[config.mk]
export PLATFORM = sky130hd
export DESIGN_NAME = uart_frame_config_status
export DESIGN_NICKNAME = d
export VERILOG_FILES = /design/src/design/uart_cfg_pkg.sv /design/src/design/uart_frame_config_status.sv
export SDC_FILE = /design/constraint.sdc
export NUM_CORES = 2
export LEC_CHECK = 0
export CORE_MARGIN = 2
export CORE_UTILIZATION = 28
export CTS_BUF_LIST = sky130_fd_sc_hd__clkbuf_16
export DETAILED_ROUTE_END_ITERATION = 10
export DONT_BUFFER_PORTS = 1
export PLACE_DENSITY_LB_ADDON = 0.05
export SYNTH_ARGS = -nofsm -noshare
export SYNTH_HDL_FRONTEND = slang
export SYNTH_SLANG_ARGS = --single-unit
[constraint.sdc]
create_clock -name i_clk_sys -period 10.29 [get_ports i_clk_sys]
set_input_delay 1.029 -clock i_clk_sys [delete_from_list [all_inputs] [get_ports i_clk_sys]]
set_output_delay 1.029 -clock i_clk_sys [all_outputs]
set_load 0.01 [all_outputs]
[src/design/uart_cfg_pkg.sv]
// Register map, field layout and reset values of the serial port block
package uart_cfg_pkg;
  // Register byte offsets
  localparam logic [7:0]  OFS_PORT_STATUS   = 8'h00;
  localparam logic [7:0]  OFS_FRAME_CFG     = 8'h04;
  localparam logic [7:0]  OFS_THRESH_CFG    = 8'h08;
  localparam logic [7:0]  OFS_LOW_PULSE     = 8'h0C;
  localparam logic [7:0]  OFS_DATA          = 8'h10;
  localparam logic [7:0]  OFS_EVENT_STATUS  = 8'h14;
  localparam logic [7:0]  OFS_BAUD_DIV      = 8'h18;
  localparam int          ADDR_LSB_W        = 8;
  // Port status fields
  localparam int          ST_RTS            = 30;
  localparam int          ST_DTR            = 29;
  localparam int          ST_TXCNT_LO       = 16;
  localparam int          ST_RXD            = 15;
  localparam int          ST_CTS            = 14;
  localparam int          ST_DSR            = 13;
  localparam int          ST_RXCNT_LO       = 0;
  // Frame and line configuration fields
  localparam int          FC_DTR_INV        = 24;
  localparam int          FC_RTS_INV        = 23;
  localparam int          FC_TXD_INV        = 22;
  localparam int          FC_DSR_INV        = 21;
  localparam int          FC_CTS_INV        = 20;
  localparam int          FC_RXD_INV        = 19;
  localparam int          FC_TXFIFO_RST     = 18;
  localparam int          FC_RXFIFO_RST     = 17;
  localparam int          FC_RESERVED       = 16;
  localparam int          FC_TX_FLOW_EN     = 15;
  localparam int          FC_LOOPBACK       = 14;
  localparam int          FC_TX_BREAK       = 8;
  localparam int          FC_SW_DTR         = 7;
  localparam int          FC_SW_REQ         = 6;
  localparam int          FC_STOP_LO        = 4;
  localparam int          FC_LEN_LO         = 2;
  localparam int          FC_PARITY_EN      = 1;
  localparam int          FC_PARITY_ODD     = 0;
  localparam logic [31:0] FC_RESET          = 32'h0000_0010;
  localparam logic [31:0] FC_MASK           = 32'h01FF_C1FF;
  // Threshold configuration fields
  localparam int          TC_TOUT_EN        = 31;
  localparam int          TC_TOUT_LO        = 24;
  localparam int          TC_RX_FLOW_EN     = 23;
  localparam int          TC_FLOW_LO        = 16;
  localparam int          TC_TX_EMPTY_LO    = 8;
  localparam int          TC_RX_FULL_LO     = 0;
  localparam logic [31:0] TC_RESET          = 32'h0000_6060;
  localparam logic [31:0] TC_MASK           = 32'hFFFF_7F7F;
  // Event status bits
  localparam int          EV_TX_LOW         = 0;
  localparam int          EV_RX_HIGH        = 1;
  localparam int          EV_TIMEOUT        = 2;
  localparam int          EV_PARITY_ERR     = 3;
  localparam int          EV_FRAME_ERR      = 4;
  localparam int          EV_RX_OVERRUN     = 5;
  // Stop length codes
  localparam logic [1:0]  STOP_ONE_HALF     = 2'h2;
  localparam logic [1:0]  STOP_TWO          = 2'h3;
  localparam logic [2:0]  HALVES_ONE        = 3'h2;
  localparam logic [2:0]  HALVES_ONE_HALF   = 3'h3;
  localparam logic [2:0]  HALVES_TWO        = 3'h4;
  // Misc constants
  localparam logic [3:0]  MIN_DATA_BITS     = 4'h5;
  localparam logic [3:0]  CHAR_BITS         = 4'hA;
  localparam logic [19:0] LOW_PULSE_RESET   = 20'hF_FFFF;
  localparam logic [15:0] BAUD_DIV_RESET    = 16'h0057;
  localparam logic [15:0] BAUD_DIV_MIN      = 16'h0002;
  localparam logic [1:0]  HTRANS_NONSEQ     = 2'h2;
  // One-hot frame states shared by both directions
  typedef enum logic [4:0] {
    FR_IDLE   = 5'b00001,
    FR_START  = 5'b00010,
    FR_DATA   = 5'b00100,
    FR_PARITY = 5'b01000,
    FR_STOP   = 5'b10000
  } frame_state_e;
endpackage : uart_cfg_pkg

[src/design/uart_frame_config_status.sv]
// Serial port: frame config, line status, FIFOs, flow control, AHB-Lite registers
// Summary of operation
// - Both port instances share one identical config field layout.
// - Stop code 1 gives one stop bit, 2 gives one and half, 3 two.
// - Length code 0..3 gives five to eight data bits.
// - Parity enable adds parity on transmit and checks it on receive.
// - Parity select 0 is even parity, 1 is odd parity.
// - Each line invert bit except the DSR one flips its line between pin and logic; the DSR invert bit has no effect.
// - Loopback routes transmitted data back into own receiver.
// - Receive FIFO reset bit empties receive FIFO, count to zero.
// - Transmit FIFO reset bit empties transmit FIFO, count to zero.
// - Transmit flow control pauses new characters while clear-to-send deasserted.
// - Time-out enable flags time-out when line idles past threshold with data.
// - Time-out threshold counts character times, zero to 127.
// - Transmit nearly empty when fill at or below its threshold.
// - Receive nearly full when fill at or above its threshold.
// - Status reports transmit FIFO entry count.
// - Status reports receive FIFO entry count.
// - Status shows levels of receive data and modem lines.
// - Software modem bits drive request-to-send and data-terminal-ready.
// - Shortest low pulse on receive line is measured and readable.
// - Receive flow control drops request-to-send at receive flow threshold.
//
// The register addresses and the AHB-Lite interface to the registers were decided locally.
module uart_frame_config_status #(
  parameter int DEPTH = 128,
  parameter int DW    = 8
) (
  input  wire logic                     i_clk_sys,
  input  wire logic                     i_rstn,
  input  wire logic                     i_hsel,
  input  wire logic [31:0]              i_haddr,
  input  wire logic [1:0]               i_htrans,
  input  wire logic                     i_hwrite,
  input  wire logic [2:0]               i_hsize,
  input  wire logic [31:0]              i_hwdata,
  input  wire logic                     i_hready,
  output logic      [31:0]              o_hrdata,
  output logic                          o_hreadyout,
  output logic                          o_hresp,
  input  wire logic                     i_rxd,
  input  wire logic                     i_cts,
  input  wire logic                     i_dsr,
  output logic                          o_txd,
  output logic                          o_software_request_line,
  output logic                          o_dtr,
  output logic                          o_tx_nearly_empty,
  output logic                          o_rx_nearly_full,
  output logic                          o_rx_timeout
);
  import uart_cfg_pkg::*;

  localparam int AW = $clog2(DEPTH);

  logic [31:0]   frame_cfg_reg;
  logic [31:0]   thresh_cfg_reg;
  logic [15:0]   baud_div_reg;
  logic [19:0]   low_min_reg;
  logic [5:0]    event_reg;
  logic          wr_pend_reg;
  logic [7:0]    wr_addr_reg;
  logic [1:0]    rxd_sync_reg, cts_sync_reg, dsr_sync_reg;
  logic [DW-1:0] txf_mem [DEPTH];
  logic [DW-1:0] rxf_mem [DEPTH];
  logic [AW-1:0] txf_wp_reg, txf_rp_reg, rxf_wp_reg, rxf_rp_reg;
  logic [AW:0]   txf_cnt_reg, rxf_cnt_reg;
  frame_state_e  tx_state_reg, rx_state_reg;
  logic [15:0]   tx_tmr_reg, rx_tmr_reg;
  logic [3:0]    tx_bit_reg, rx_bit_reg;
  logic [DW-1:0] tx_shift_reg, rx_shift_reg;
  logic          tx_line_reg;
  logic          rx_line_prev_reg;
  logic [19:0]   low_run_reg;
  logic [15:0]   idle_tmr_reg;
  logic [3:0]    idle_bit_reg;
  logic [6:0]    idle_char_reg;

  // Decoded configuration; same layout for every instance
  logic       cfg_txf_rst, cfg_rxf_rst, cfg_par_en, cfg_par_odd, cfg_loop;
  logic [1:0] cfg_stop;
  logic [3:0] cfg_nbits;
  logic [6:0] thr_tout, thr_flow, thr_tx_empty, thr_rx_full;
  assign cfg_txf_rst  = frame_cfg_reg[FC_TXFIFO_RST];
  assign cfg_rxf_rst  = frame_cfg_reg[FC_RXFIFO_RST];
  assign cfg_par_en   = frame_cfg_reg[FC_PARITY_EN];
  assign cfg_par_odd  = frame_cfg_reg[FC_PARITY_ODD];
  assign cfg_loop     = frame_cfg_reg[FC_LOOPBACK];
  assign cfg_stop     = frame_cfg_reg[FC_STOP_LO +: 2];
  assign cfg_nbits    = MIN_DATA_BITS + {2'b00, frame_cfg_reg[FC_LEN_LO +: 2]};
  assign thr_tout     = thresh_cfg_reg[TC_TOUT_LO +: 7];
  assign thr_flow     = thresh_cfg_reg[TC_FLOW_LO +: 7];
  assign thr_tx_empty = thresh_cfg_reg[TC_TX_EMPTY_LO +: 7];
  assign thr_rx_full  = thresh_cfg_reg[TC_RX_FULL_LO +: 7];

  // Bus address phase: zero-wait, always OKAY
  logic       addr_ok;
  logic [7:0] addr_ofs;
  assign addr_ok  = i_hsel && i_htrans == HTRANS_NONSEQ && i_hready;
  assign addr_ofs = i_haddr[ADDR_LSB_W-1:0];

  logic rd_pop, wr_now, tx_push;
  assign rd_pop  = addr_ok && !i_hwrite && addr_ofs == OFS_DATA && rxf_cnt_reg != '0;
  assign wr_now  = wr_pend_reg;
  assign tx_push = wr_now && wr_addr_reg == OFS_DATA && txf_cnt_reg != DEPTH[AW:0]
                   && !cfg_txf_rst;

  // Pin synchronisers, two flops before any reader
  always_ff @(posedge i_clk_sys) begin
    if (!i_rstn) begin
      rxd_sync_reg <= 2'b11;
      cts_sync_reg <= 2'b00;
      dsr_sync_reg <= 2'b00;
    end else begin
      rxd_sync_reg <= {rxd_sync_reg[0], i_rxd};
      cts_sync_reg <= {cts_sync_reg[0], i_cts};
      dsr_sync_reg <= {dsr_sync_reg[0], i_dsr};
    end
  end

  // Internal line levels after inversion and loopback
  logic rx_line, cts_on, rts_on;
  assign rx_line = cfg_loop ? tx_line_reg
                            : rxd_sync_reg[1] ^ frame_cfg_reg[FC_RXD_INV];
  assign cts_on  = cts_sync_reg[1] ^ frame_cfg_reg[FC_CTS_INV];
  // Flow threshold overrides software request level
  assign rts_on  = frame_cfg_reg[FC_SW_REQ]
                   && !(thresh_cfg_reg[TC_RX_FLOW_EN]
                        && rxf_cnt_reg >= {1'b0, thr_flow});

  // Configuration registers written in the data phase
  always_ff @(posedge i_clk_sys) begin
    if (!i_rstn) begin
      frame_cfg_reg  <= FC_RESET;
      thresh_cfg_reg <= TC_RESET;
      baud_div_reg   <= BAUD_DIV_RESET;
    end else if (wr_now) begin
      case (wr_addr_reg)
        OFS_FRAME_CFG:  frame_cfg_reg  <= i_hwdata & FC_MASK;
        OFS_THRESH_CFG: thresh_cfg_reg <= i_hwdata & TC_MASK;
        // Divider below two would stall the half-bit timing
        OFS_BAUD_DIV:   baud_div_reg   <= (i_hwdata[15:0] < BAUD_DIV_MIN) ? BAUD_DIV_MIN
                                                                          : i_hwdata[15:0];
        default: ;
      endcase
    end
  end

  // Bus handshake and read data, captured at the address phase
  always_ff @(posedge i_clk_sys) begin
    if (!i_rstn) begin
      wr_pend_reg <= 1'b0;
      wr_addr_reg <= '0;
      o_hrdata    <= '0;
      o_hreadyout <= 1'b1;
      o_hresp     <= 1'b0;
    end else begin
      wr_pend_reg <= addr_ok && i_hwrite;
      wr_addr_reg <= addr_ofs;
      o_hrdata    <= '0;
      if (addr_ok && !i_hwrite) begin
        case (addr_ofs)
          OFS_PORT_STATUS: begin
            o_hrdata[ST_RTS]            <= o_software_request_line;
            o_hrdata[ST_DTR]            <= o_dtr;
            o_hrdata[ST_TXCNT_LO +: 8]  <= 8'(txf_cnt_reg);
            o_hrdata[ST_RXD]            <= rxd_sync_reg[1];
            o_hrdata[ST_CTS]            <= cts_sync_reg[1];
            o_hrdata[ST_DSR]            <= dsr_sync_reg[1];
            o_hrdata[ST_RXCNT_LO +: 8]  <= 8'(rxf_cnt_reg);
          end
          OFS_FRAME_CFG:    o_hrdata <= frame_cfg_reg;
          OFS_THRESH_CFG:   o_hrdata <= thresh_cfg_reg;
          OFS_LOW_PULSE:    o_hrdata <= {12'h000, low_min_reg};
          OFS_DATA:         o_hrdata <= (rxf_cnt_reg != '0) ? 32'(rxf_mem[rxf_rp_reg]) : '0;
          OFS_EVENT_STATUS: o_hrdata <= {26'h000_0000, event_reg};
          OFS_BAUD_DIV:     o_hrdata <= {16'h0000, baud_div_reg};
          default:          o_hrdata <= '0;
        endcase
      end
    end
  end

  // Transmit FIFO; reset bit holds it empty as a level
  logic tx_pop;
  always_ff @(posedge i_clk_sys) begin
    if (!i_rstn || cfg_txf_rst) begin
      txf_wp_reg  <= '0;
      txf_rp_reg  <= '0;
      txf_cnt_reg <= '0;
    end else begin
      if (tx_push) begin
        txf_mem[txf_wp_reg] <= i_hwdata[DW-1:0];
        txf_wp_reg          <= txf_wp_reg + 1'b1;
      end
      if (tx_pop) txf_rp_reg <= txf_rp_reg + 1'b1;
      txf_cnt_reg <= txf_cnt_reg + (AW+1)'(tx_push) - (AW+1)'(tx_pop);
    end
  end

  // Receive FIFO; a full FIFO drops the new character
  logic rx_push;
  logic [DW-1:0] rx_word;
  always_ff @(posedge i_clk_sys) begin
    if (!i_rstn || cfg_rxf_rst) begin
      rxf_wp_reg  <= '0;
      rxf_rp_reg  <= '0;
      rxf_cnt_reg <= '0;
    end else begin
      if (rx_push) begin
        rxf_mem[rxf_wp_reg] <= rx_word;
        rxf_wp_reg          <= rxf_wp_reg + 1'b1;
      end
      if (rd_pop) rxf_rp_reg <= rxf_rp_reg + 1'b1;
      rxf_cnt_reg <= rxf_cnt_reg + (AW+1)'(rx_push) - (AW+1)'(rd_pop);
    end
  end

  // Stop length in half-bit steps
  logic [2:0]  stop_halves;
  logic [15:0] half_div;
  assign stop_halves = (cfg_stop == STOP_TWO)      ? HALVES_TWO
                     : (cfg_stop == STOP_ONE_HALF) ? HALVES_ONE_HALF : HALVES_ONE;
  assign half_div    = {1'b0, baud_div_reg[15:1]};

  // Parity bit of a character: even makes total ones even
  function automatic logic par_of(input logic [DW-1:0] d, input logic [3:0] n,
                                  input logic odd);
    logic p;
    p = odd;
    for (int i = 0; i < DW; i++) begin
      if (i < int'(n)) p = p ^ d[i];
    end
    return p;
  endfunction : par_of

  // Transmitter; start only when CTS allows
  assign tx_pop = tx_state_reg == FR_IDLE && txf_cnt_reg != '0
                  && (!frame_cfg_reg[FC_TX_FLOW_EN] || cts_on);
  always_ff @(posedge i_clk_sys) begin
    if (!i_rstn) begin
      tx_state_reg <= FR_IDLE;
      tx_tmr_reg   <= '0;
      tx_bit_reg   <= '0;
      tx_shift_reg <= '0;
      tx_line_reg  <= 1'b1;
    end else if (tx_state_reg != FR_IDLE && tx_tmr_reg != '0) begin
      tx_tmr_reg <= tx_tmr_reg - 1'b1;
    end else begin
      case (tx_state_reg)
        FR_IDLE: begin
          if (tx_pop) begin
            tx_shift_reg <= txf_mem[txf_rp_reg];
            tx_line_reg  <= 1'b0;
            tx_tmr_reg   <= baud_div_reg - 1'b1;
            tx_state_reg <= FR_START;
          end
        end
        FR_START, FR_DATA: begin
          tx_tmr_reg <= baud_div_reg - 1'b1;
          if (tx_state_reg == FR_START || tx_bit_reg != cfg_nbits) begin
            tx_line_reg  <= tx_shift_reg[tx_bit_reg[2:0]];
            tx_bit_reg   <= tx_bit_reg + 1'b1;
            tx_state_reg <= FR_DATA;
          end else if (cfg_par_en) begin
            tx_line_reg  <= par_of(tx_shift_reg, cfg_nbits, cfg_par_odd);
            tx_state_reg <= FR_PARITY;
          end else begin
            tx_line_reg  <= 1'b1;
            tx_tmr_reg   <= half_div - 1'b1;
            tx_bit_reg   <= {1'b0, stop_halves} - 1'b1;
            tx_state_reg <= FR_STOP;
          end
        end
        FR_PARITY: begin
          tx_line_reg  <= 1'b1;
          tx_tmr_reg   <= half_div - 1'b1;
          tx_bit_reg   <= {1'b0, stop_halves} - 1'b1;
          tx_state_reg <= FR_STOP;
        end
        FR_STOP: begin
          if (tx_bit_reg != '0) begin
            tx_bit_reg <= tx_bit_reg - 1'b1;
            tx_tmr_reg <= half_div - 1'b1;
          end else begin
            tx_state_reg <= FR_IDLE;
          end
        end
        default: tx_state_reg <= FR_IDLE;
      endcase
    end
  end

  // Receiver, samples mid-bit
  logic rx_par_bad, rx_frm_bad, rx_ovr;
  assign rx_word = rx_shift_reg >> (4'(DW) - cfg_nbits);
  always_ff @(posedge i_clk_sys) begin
    if (!i_rstn) begin
      rx_state_reg <= FR_IDLE;
      rx_tmr_reg   <= '0;
      rx_bit_reg   <= '0;
      rx_shift_reg <= '0;
      rx_push      <= 1'b0;
      rx_par_bad   <= 1'b0;
      rx_frm_bad   <= 1'b0;
      rx_ovr       <= 1'b0;
    end else begin
      rx_push    <= 1'b0;
      rx_par_bad <= 1'b0;
      rx_frm_bad <= 1'b0;
      rx_ovr     <= 1'b0;
      if (rx_state_reg != FR_IDLE && rx_tmr_reg != '0) begin
        rx_tmr_reg <= rx_tmr_reg - 1'b1;
      end else begin
        case (rx_state_reg)
          FR_IDLE: begin
            if (!rx_line) begin
              rx_tmr_reg   <= half_div - 1'b1;
              rx_bit_reg   <= '0;
              rx_state_reg <= FR_START;
            end
          end
          FR_START: begin
            rx_tmr_reg   <= baud_div_reg - 1'b1;
            rx_state_reg <= rx_line ? FR_IDLE : FR_DATA; // Glitch, not a start
          end
          FR_DATA: begin
            rx_tmr_reg   <= baud_div_reg - 1'b1;
            rx_shift_reg <= {rx_line, rx_shift_reg[DW-1:1]};
            rx_bit_reg   <= rx_bit_reg + 1'b1;
            if (rx_bit_reg + 1'b1 == cfg_nbits)
              rx_state_reg <= cfg_par_en ? FR_PARITY : FR_STOP;
          end
          FR_PARITY: begin
            rx_tmr_reg   <= baud_div_reg - 1'b1;
            rx_par_bad   <= rx_line != par_of(rx_word, cfg_nbits, cfg_par_odd);
            rx_state_reg <= FR_STOP;
          end
          FR_STOP: begin
            // Only the first stop bit is checked; the rest is idle time
            rx_frm_bad   <= !rx_line;
            rx_push      <= rx_line && rxf_cnt_reg != DEPTH[AW:0] && !cfg_rxf_rst;
            rx_ovr       <= rx_line && rxf_cnt_reg == DEPTH[AW:0];
            rx_state_reg <= FR_IDLE;
          end
          default: rx_state_reg <= FR_IDLE;
        endcase
      end
    end
  end

  // Shortest low pulse in clock cycles; any write to the register rearms it
  always_ff @(posedge i_clk_sys) begin
    if (!i_rstn) begin
      rx_line_prev_reg <= 1'b1;
      low_run_reg      <= '0;
      low_min_reg      <= LOW_PULSE_RESET;
    end else begin
      rx_line_prev_reg <= rx_line;
      if (!rx_line) low_run_reg <= (low_run_reg == LOW_PULSE_RESET) ? low_run_reg
                                                                    : low_run_reg + 1'b1;
      else low_run_reg <= '0;
      if (wr_now && wr_addr_reg == OFS_LOW_PULSE) low_min_reg <= LOW_PULSE_RESET;
      else if (rx_line && !rx_line_prev_reg && low_run_reg < low_min_reg)
        low_min_reg <= low_run_reg;
    end
  end

  // Idle time counted in character times while data waits
  logic line_busy;
  assign line_busy = rx_state_reg != FR_IDLE || !rx_line;
  always_ff @(posedge i_clk_sys) begin
    if (!i_rstn || line_busy || rxf_cnt_reg == '0) begin
      idle_tmr_reg  <= '0;
      idle_bit_reg  <= '0;
      idle_char_reg <= '0;
    end else if (idle_tmr_reg + 1'b1 < baud_div_reg) begin
      idle_tmr_reg <= idle_tmr_reg + 1'b1;
    end else begin
      idle_tmr_reg <= '0;
      if (idle_bit_reg + 1'b1 < CHAR_BITS) begin
        idle_bit_reg <= idle_bit_reg + 1'b1;
      end else begin
        idle_bit_reg <= '0;
        if (idle_char_reg != '1) idle_char_reg <= idle_char_reg + 1'b1;
      end
    end
  end

  // Sticky events, write one to clear; a new event wins over the clear
  logic [5:0] ev_now, ev_clr;
  assign ev_now = {rx_ovr, rx_frm_bad, rx_par_bad, o_rx_timeout,
                   o_rx_nearly_full, o_tx_nearly_empty};
  assign ev_clr = (wr_now && wr_addr_reg == OFS_EVENT_STATUS) ? i_hwdata[5:0] : '0;
  always_ff @(posedge i_clk_sys) begin
    if (!i_rstn) event_reg <= '0;
    else         event_reg <= (event_reg & ~ev_clr) | ev_now;
  end

  // Pin and level outputs, all registered
  always_ff @(posedge i_clk_sys) begin
    if (!i_rstn) begin
      o_txd                   <= 1'b1;
      o_software_request_line <= 1'b0;
      o_dtr                   <= 1'b0;
      o_tx_nearly_empty       <= 1'b0;
      o_rx_nearly_full        <= 1'b0;
      o_rx_timeout            <= 1'b0;
    end else begin
      o_txd                   <= (tx_line_reg && !frame_cfg_reg[FC_TX_BREAK])
                                 ^ frame_cfg_reg[FC_TXD_INV];
      o_software_request_line <= rts_on ^ frame_cfg_reg[FC_RTS_INV];
      o_dtr                   <= frame_cfg_reg[FC_SW_DTR]
                                 ^ frame_cfg_reg[FC_DTR_INV];
      o_tx_nearly_empty       <= txf_cnt_reg <= {1'b0, thr_tx_empty};
      o_rx_nearly_full        <= rxf_cnt_reg >= {1'b0, thr_rx_full};
      o_rx_timeout            <= thresh_cfg_reg[TC_TOUT_EN] && rxf_cnt_reg != '0
                                 && !line_busy && idle_char_reg >= thr_tout;
    end
  end

endmodule : uart_frame_config_status

==> metrics.txt <==
CTS sink count 2363; maximum vdd ir drop around 130 uV; complex-gate fraction of the synthesized area 0.0462; core area 343000 sq um; drt initial violations 3864; port bufs 0; placement-stage cell area 102000 sq um; Net Sw Frac 0.256; Setup Viol. Count Final 0; maximum operating frequency 0.220 GHz; R2R depth 19; fraction of layout instances using a drive strength above 1 0.185; status complete, no violations; Async S/R FF share, synth 0; net switching power 0.00592 W; largest registers rxf_mem: 1024 flops, txf_mem: 1024 flops, o_hrdata: 32 flops; number of placed instances with taps included 10000; DRC Markers 0; cells after synthesis 5690; Post-synth EDFFs 2048; synthesized area between 90000 and 100000 sq um; post-route cell area about 110000 sq um; number of global-route vias before repair about 53000; Unique masters post-synth 95; Pint 0.0172 W; Net Count, Synth 5878; I/O Pins 117; Worst Setup Start Kind flop; Post-DRT Antenna Nets 0; Min-Delay Path Depth 0; synthesized area per cell 17.0 sq um; TritonCTS buffer count about 290; drt total wl 292000 um; number of H-tree levels 5; simple-gate share of the synthesized area 0.0596; DR WL/cell 27.6 um; GP Congestion 0.749; most frequent cells in the layout 2048 x edfxtp_1, 534 x mux4_2, 509 x nor2_1; r2r setup slk 5740 ps; grt total ovfl 0; final worst path period share 0.442; worst skew pair latency 910 ps; hold buffers post-CTS 0; Worst Hold Launch i_hwdata[5]; Post-CTS Setup Bufs 0; Vias per Instance 4.88; synth warn 0; Sequential Power Share 0.459; crit path max fanout 13; Crit path arrival time around 5300 ps; Finished Core Util 0.323; Pre-antenna DRT Iters 5; Most used DFF post-synth edfxtp_1; CTS resizes 0; initial antenna violation count 12; Site Rows 215; fin nets 5962; min Tclk post-route 4550 ps; P_leak 33.8 nW; largest net degree at the start of global routing 134; worst hold path class in -> reg; RSZ-0062 raised after global routing no; Finished Layout Cells 10600; combinational power share 0.122; area delta synth->final 14.7%; Worst-Margin Slew 1240 ps; via count 51600; Worst setup EP type flop; reg2reg end txf_cnt_reg[6]; sequential area share after synthesis 0.702; Max Transition Viols Final 0; Overall Power around 0.023 W; Reg2Reg Launch Point txf_cnt_reg[2]; mux share of post-synthesis cell area 0.150; clock network power share 0.418; CTS tree done; worst rel slew slack 0.168; number of max-cap violations 0; Die Wd 591 um; Fin. Hold Viols 0; Initial Util 0.281; Critical Path RT about 11000 ps; deepest clock path buffer count 4; Worst-path clk slew 60 ps; Setup Skew 65.4 ps; Yosys reg bits about 2400; Die Area approximately 350000 sq um; Root Driver clkbuf_16; largest family of logic cells by synthesized area multiplexers; setup total negative slack 0 ps; WHS Endpoint txf_mem[72][5]; Power Density around 210 nW/um^2; adder-cell share of the synthesized area 0.0145; post-synthesis xor/xnor area fraction 0.00849; leading cell type in the layout, fill and taps excluded edfxtp_1; HPWL Detailed around 180000 um; first-pass GRT wire length 412000 um; total global routing track utilization 0.164; DIE HEIGHT 591 um; Crit Path Category reg -> reg
==> power groups by stage <==
stage / combinational [W] / clock [W] / sequential [W]
floorplan: 0.00205 / 0 / 0.0107
global placement: 0.00290 / 0 / 0.0108
detailed placement: 0.00289 / 0 / 0.0108
CTS: 0.00290 / 0.0100 / 0.0106
global route: 0.00309 / 0.0104 / 0.0106
finish: 0.00283 / 0.00968 / 0.0106
==> critical path, stage by stage, from the launching register on <==
cell and delay, ps:
dfxtp_1 370, inv_1 110, ha_1 150, nor4bb_1 680
a22oi_1 370, nand2b_1 160, buf_4 270, inv_1 330
ha_1 380, inv_1 50, ha_1 160, inv_1 60
fa_1 420, nand2b_1 180, a21oi_1 200, o21ai_0 130
a21oi_1 160, nor2_1 60, xor2_1 120, nor2_1 50
==> logic make-up after synthesis <==
family	after synthesis
DFF	2363
and+or+nand+nor	1242
muxes	781
AOI/OAI and AO/OA	671
buffers and inverters	428
adders and majority gates	111
xor gates and xnor gates	92
other	2
==> cell type report <==
| type | instances | area (sq um) |
|---|---|---|
| fill | 33500 | 232000 |
| sequential | 2363 | 67800 |
| multi-input combinational | 2899 | 27100 |
| clock buffer | 297 | 7430 |
| tap | 4557 | 5700 |
| clock inverter | 216 | 1420 |
| timing repair buffer | 104 | 843 |
| inverter | 120 | 454 |
| antenna | 4 | 10.0 |
==> how the worst max path moves through the flow <==
stage / from / slack [ps] / depth (start not counted) / endpoint
after CTS: wr_addr_reg[0] / 5670 / 8 / txf_mem[108][5]
after global routing: txf_cnt_reg[3] / 5410 / 19 / txf_cnt_reg[6]
after detailed placement: i_haddr[3] / 5460 / 16 / rxf_cnt_reg[6]
final: txf_cnt_reg[2] / 5740 / 19 / txf_cnt_reg[6]
after global placement: i_haddr[3] / 5430 / 16 / rxf_cnt_reg[6]
after floorplan: frame_cfg_reg[2] / 1760 / 11 / rx_par_bad
==> per-layer routing <==
layer | global-route usage | vias up | part of all wire
met5 | 0 | - | 0.000086
met4 | 0.0398 | 4 | 0.023
met3 | 0.0327 | 357 | 0.053
met2 | 0.260 | 1229 | 0.46
met1 | 0.232 | 27100 | 0.46
li1 | - | 22900 | -
==> stage by stage <==
step                hold WS [ps]  worst slack (ps)
CTS                          150              5670
global placement             417              5430
detailed placement           420              5460
global route                 186              5410
floorplan                    386              1760
finish                       231              5740
==> cell usage after synthesis, drive strengths merged, types with 5 or more instances <==
cell type,instances,area share
dfxtp,315,0.065
or3,17,0.0011
o32ai,5,0.00045
inv,118,0.0046
a222oi,7,0.00073
a31oi,21,0.0014
o221a,6,0.00070
or2,11,0.00071
nand4,35,0.0023
a21oi,180,0.0094
a2111oi,26,0.0024
nand3,100,0.0052
a221oi,16,0.0015
and2,37,0.0024
a21o,19,0.0015
edfxtp,2048,0.64
o22ai,52,0.0034
mux2,19,0.0022
nor3b,10,0.00083
nor4,22,0.0016
a211oi,27,0.0024
a32oi,6,0.00054
nand2,272,0.011
o221ai,33,0.0030
nor3,62,0.0032
ha,109,0.014
and4,5,0.00045
nor2,513,0.020
a22oi,37,0.0029
buf,132,0.0073
o211ai,30,0.0023
o31ai,9,0.00070
nand2b,29,0.0019
mux4,534,0.12
o21ai,124,0.0064
xnor2,53,0.0048
a211o,5,0.00045
mux2i,228,0.024
or4,8,0.00066
nand3b,28,0.0022
nor2b,50,0.0032
and3,30,0.0019
xor2,38,0.0034
o21a,11,0.00086
clkbuf,176,0.0068
(Power assumes the default switching activity.)
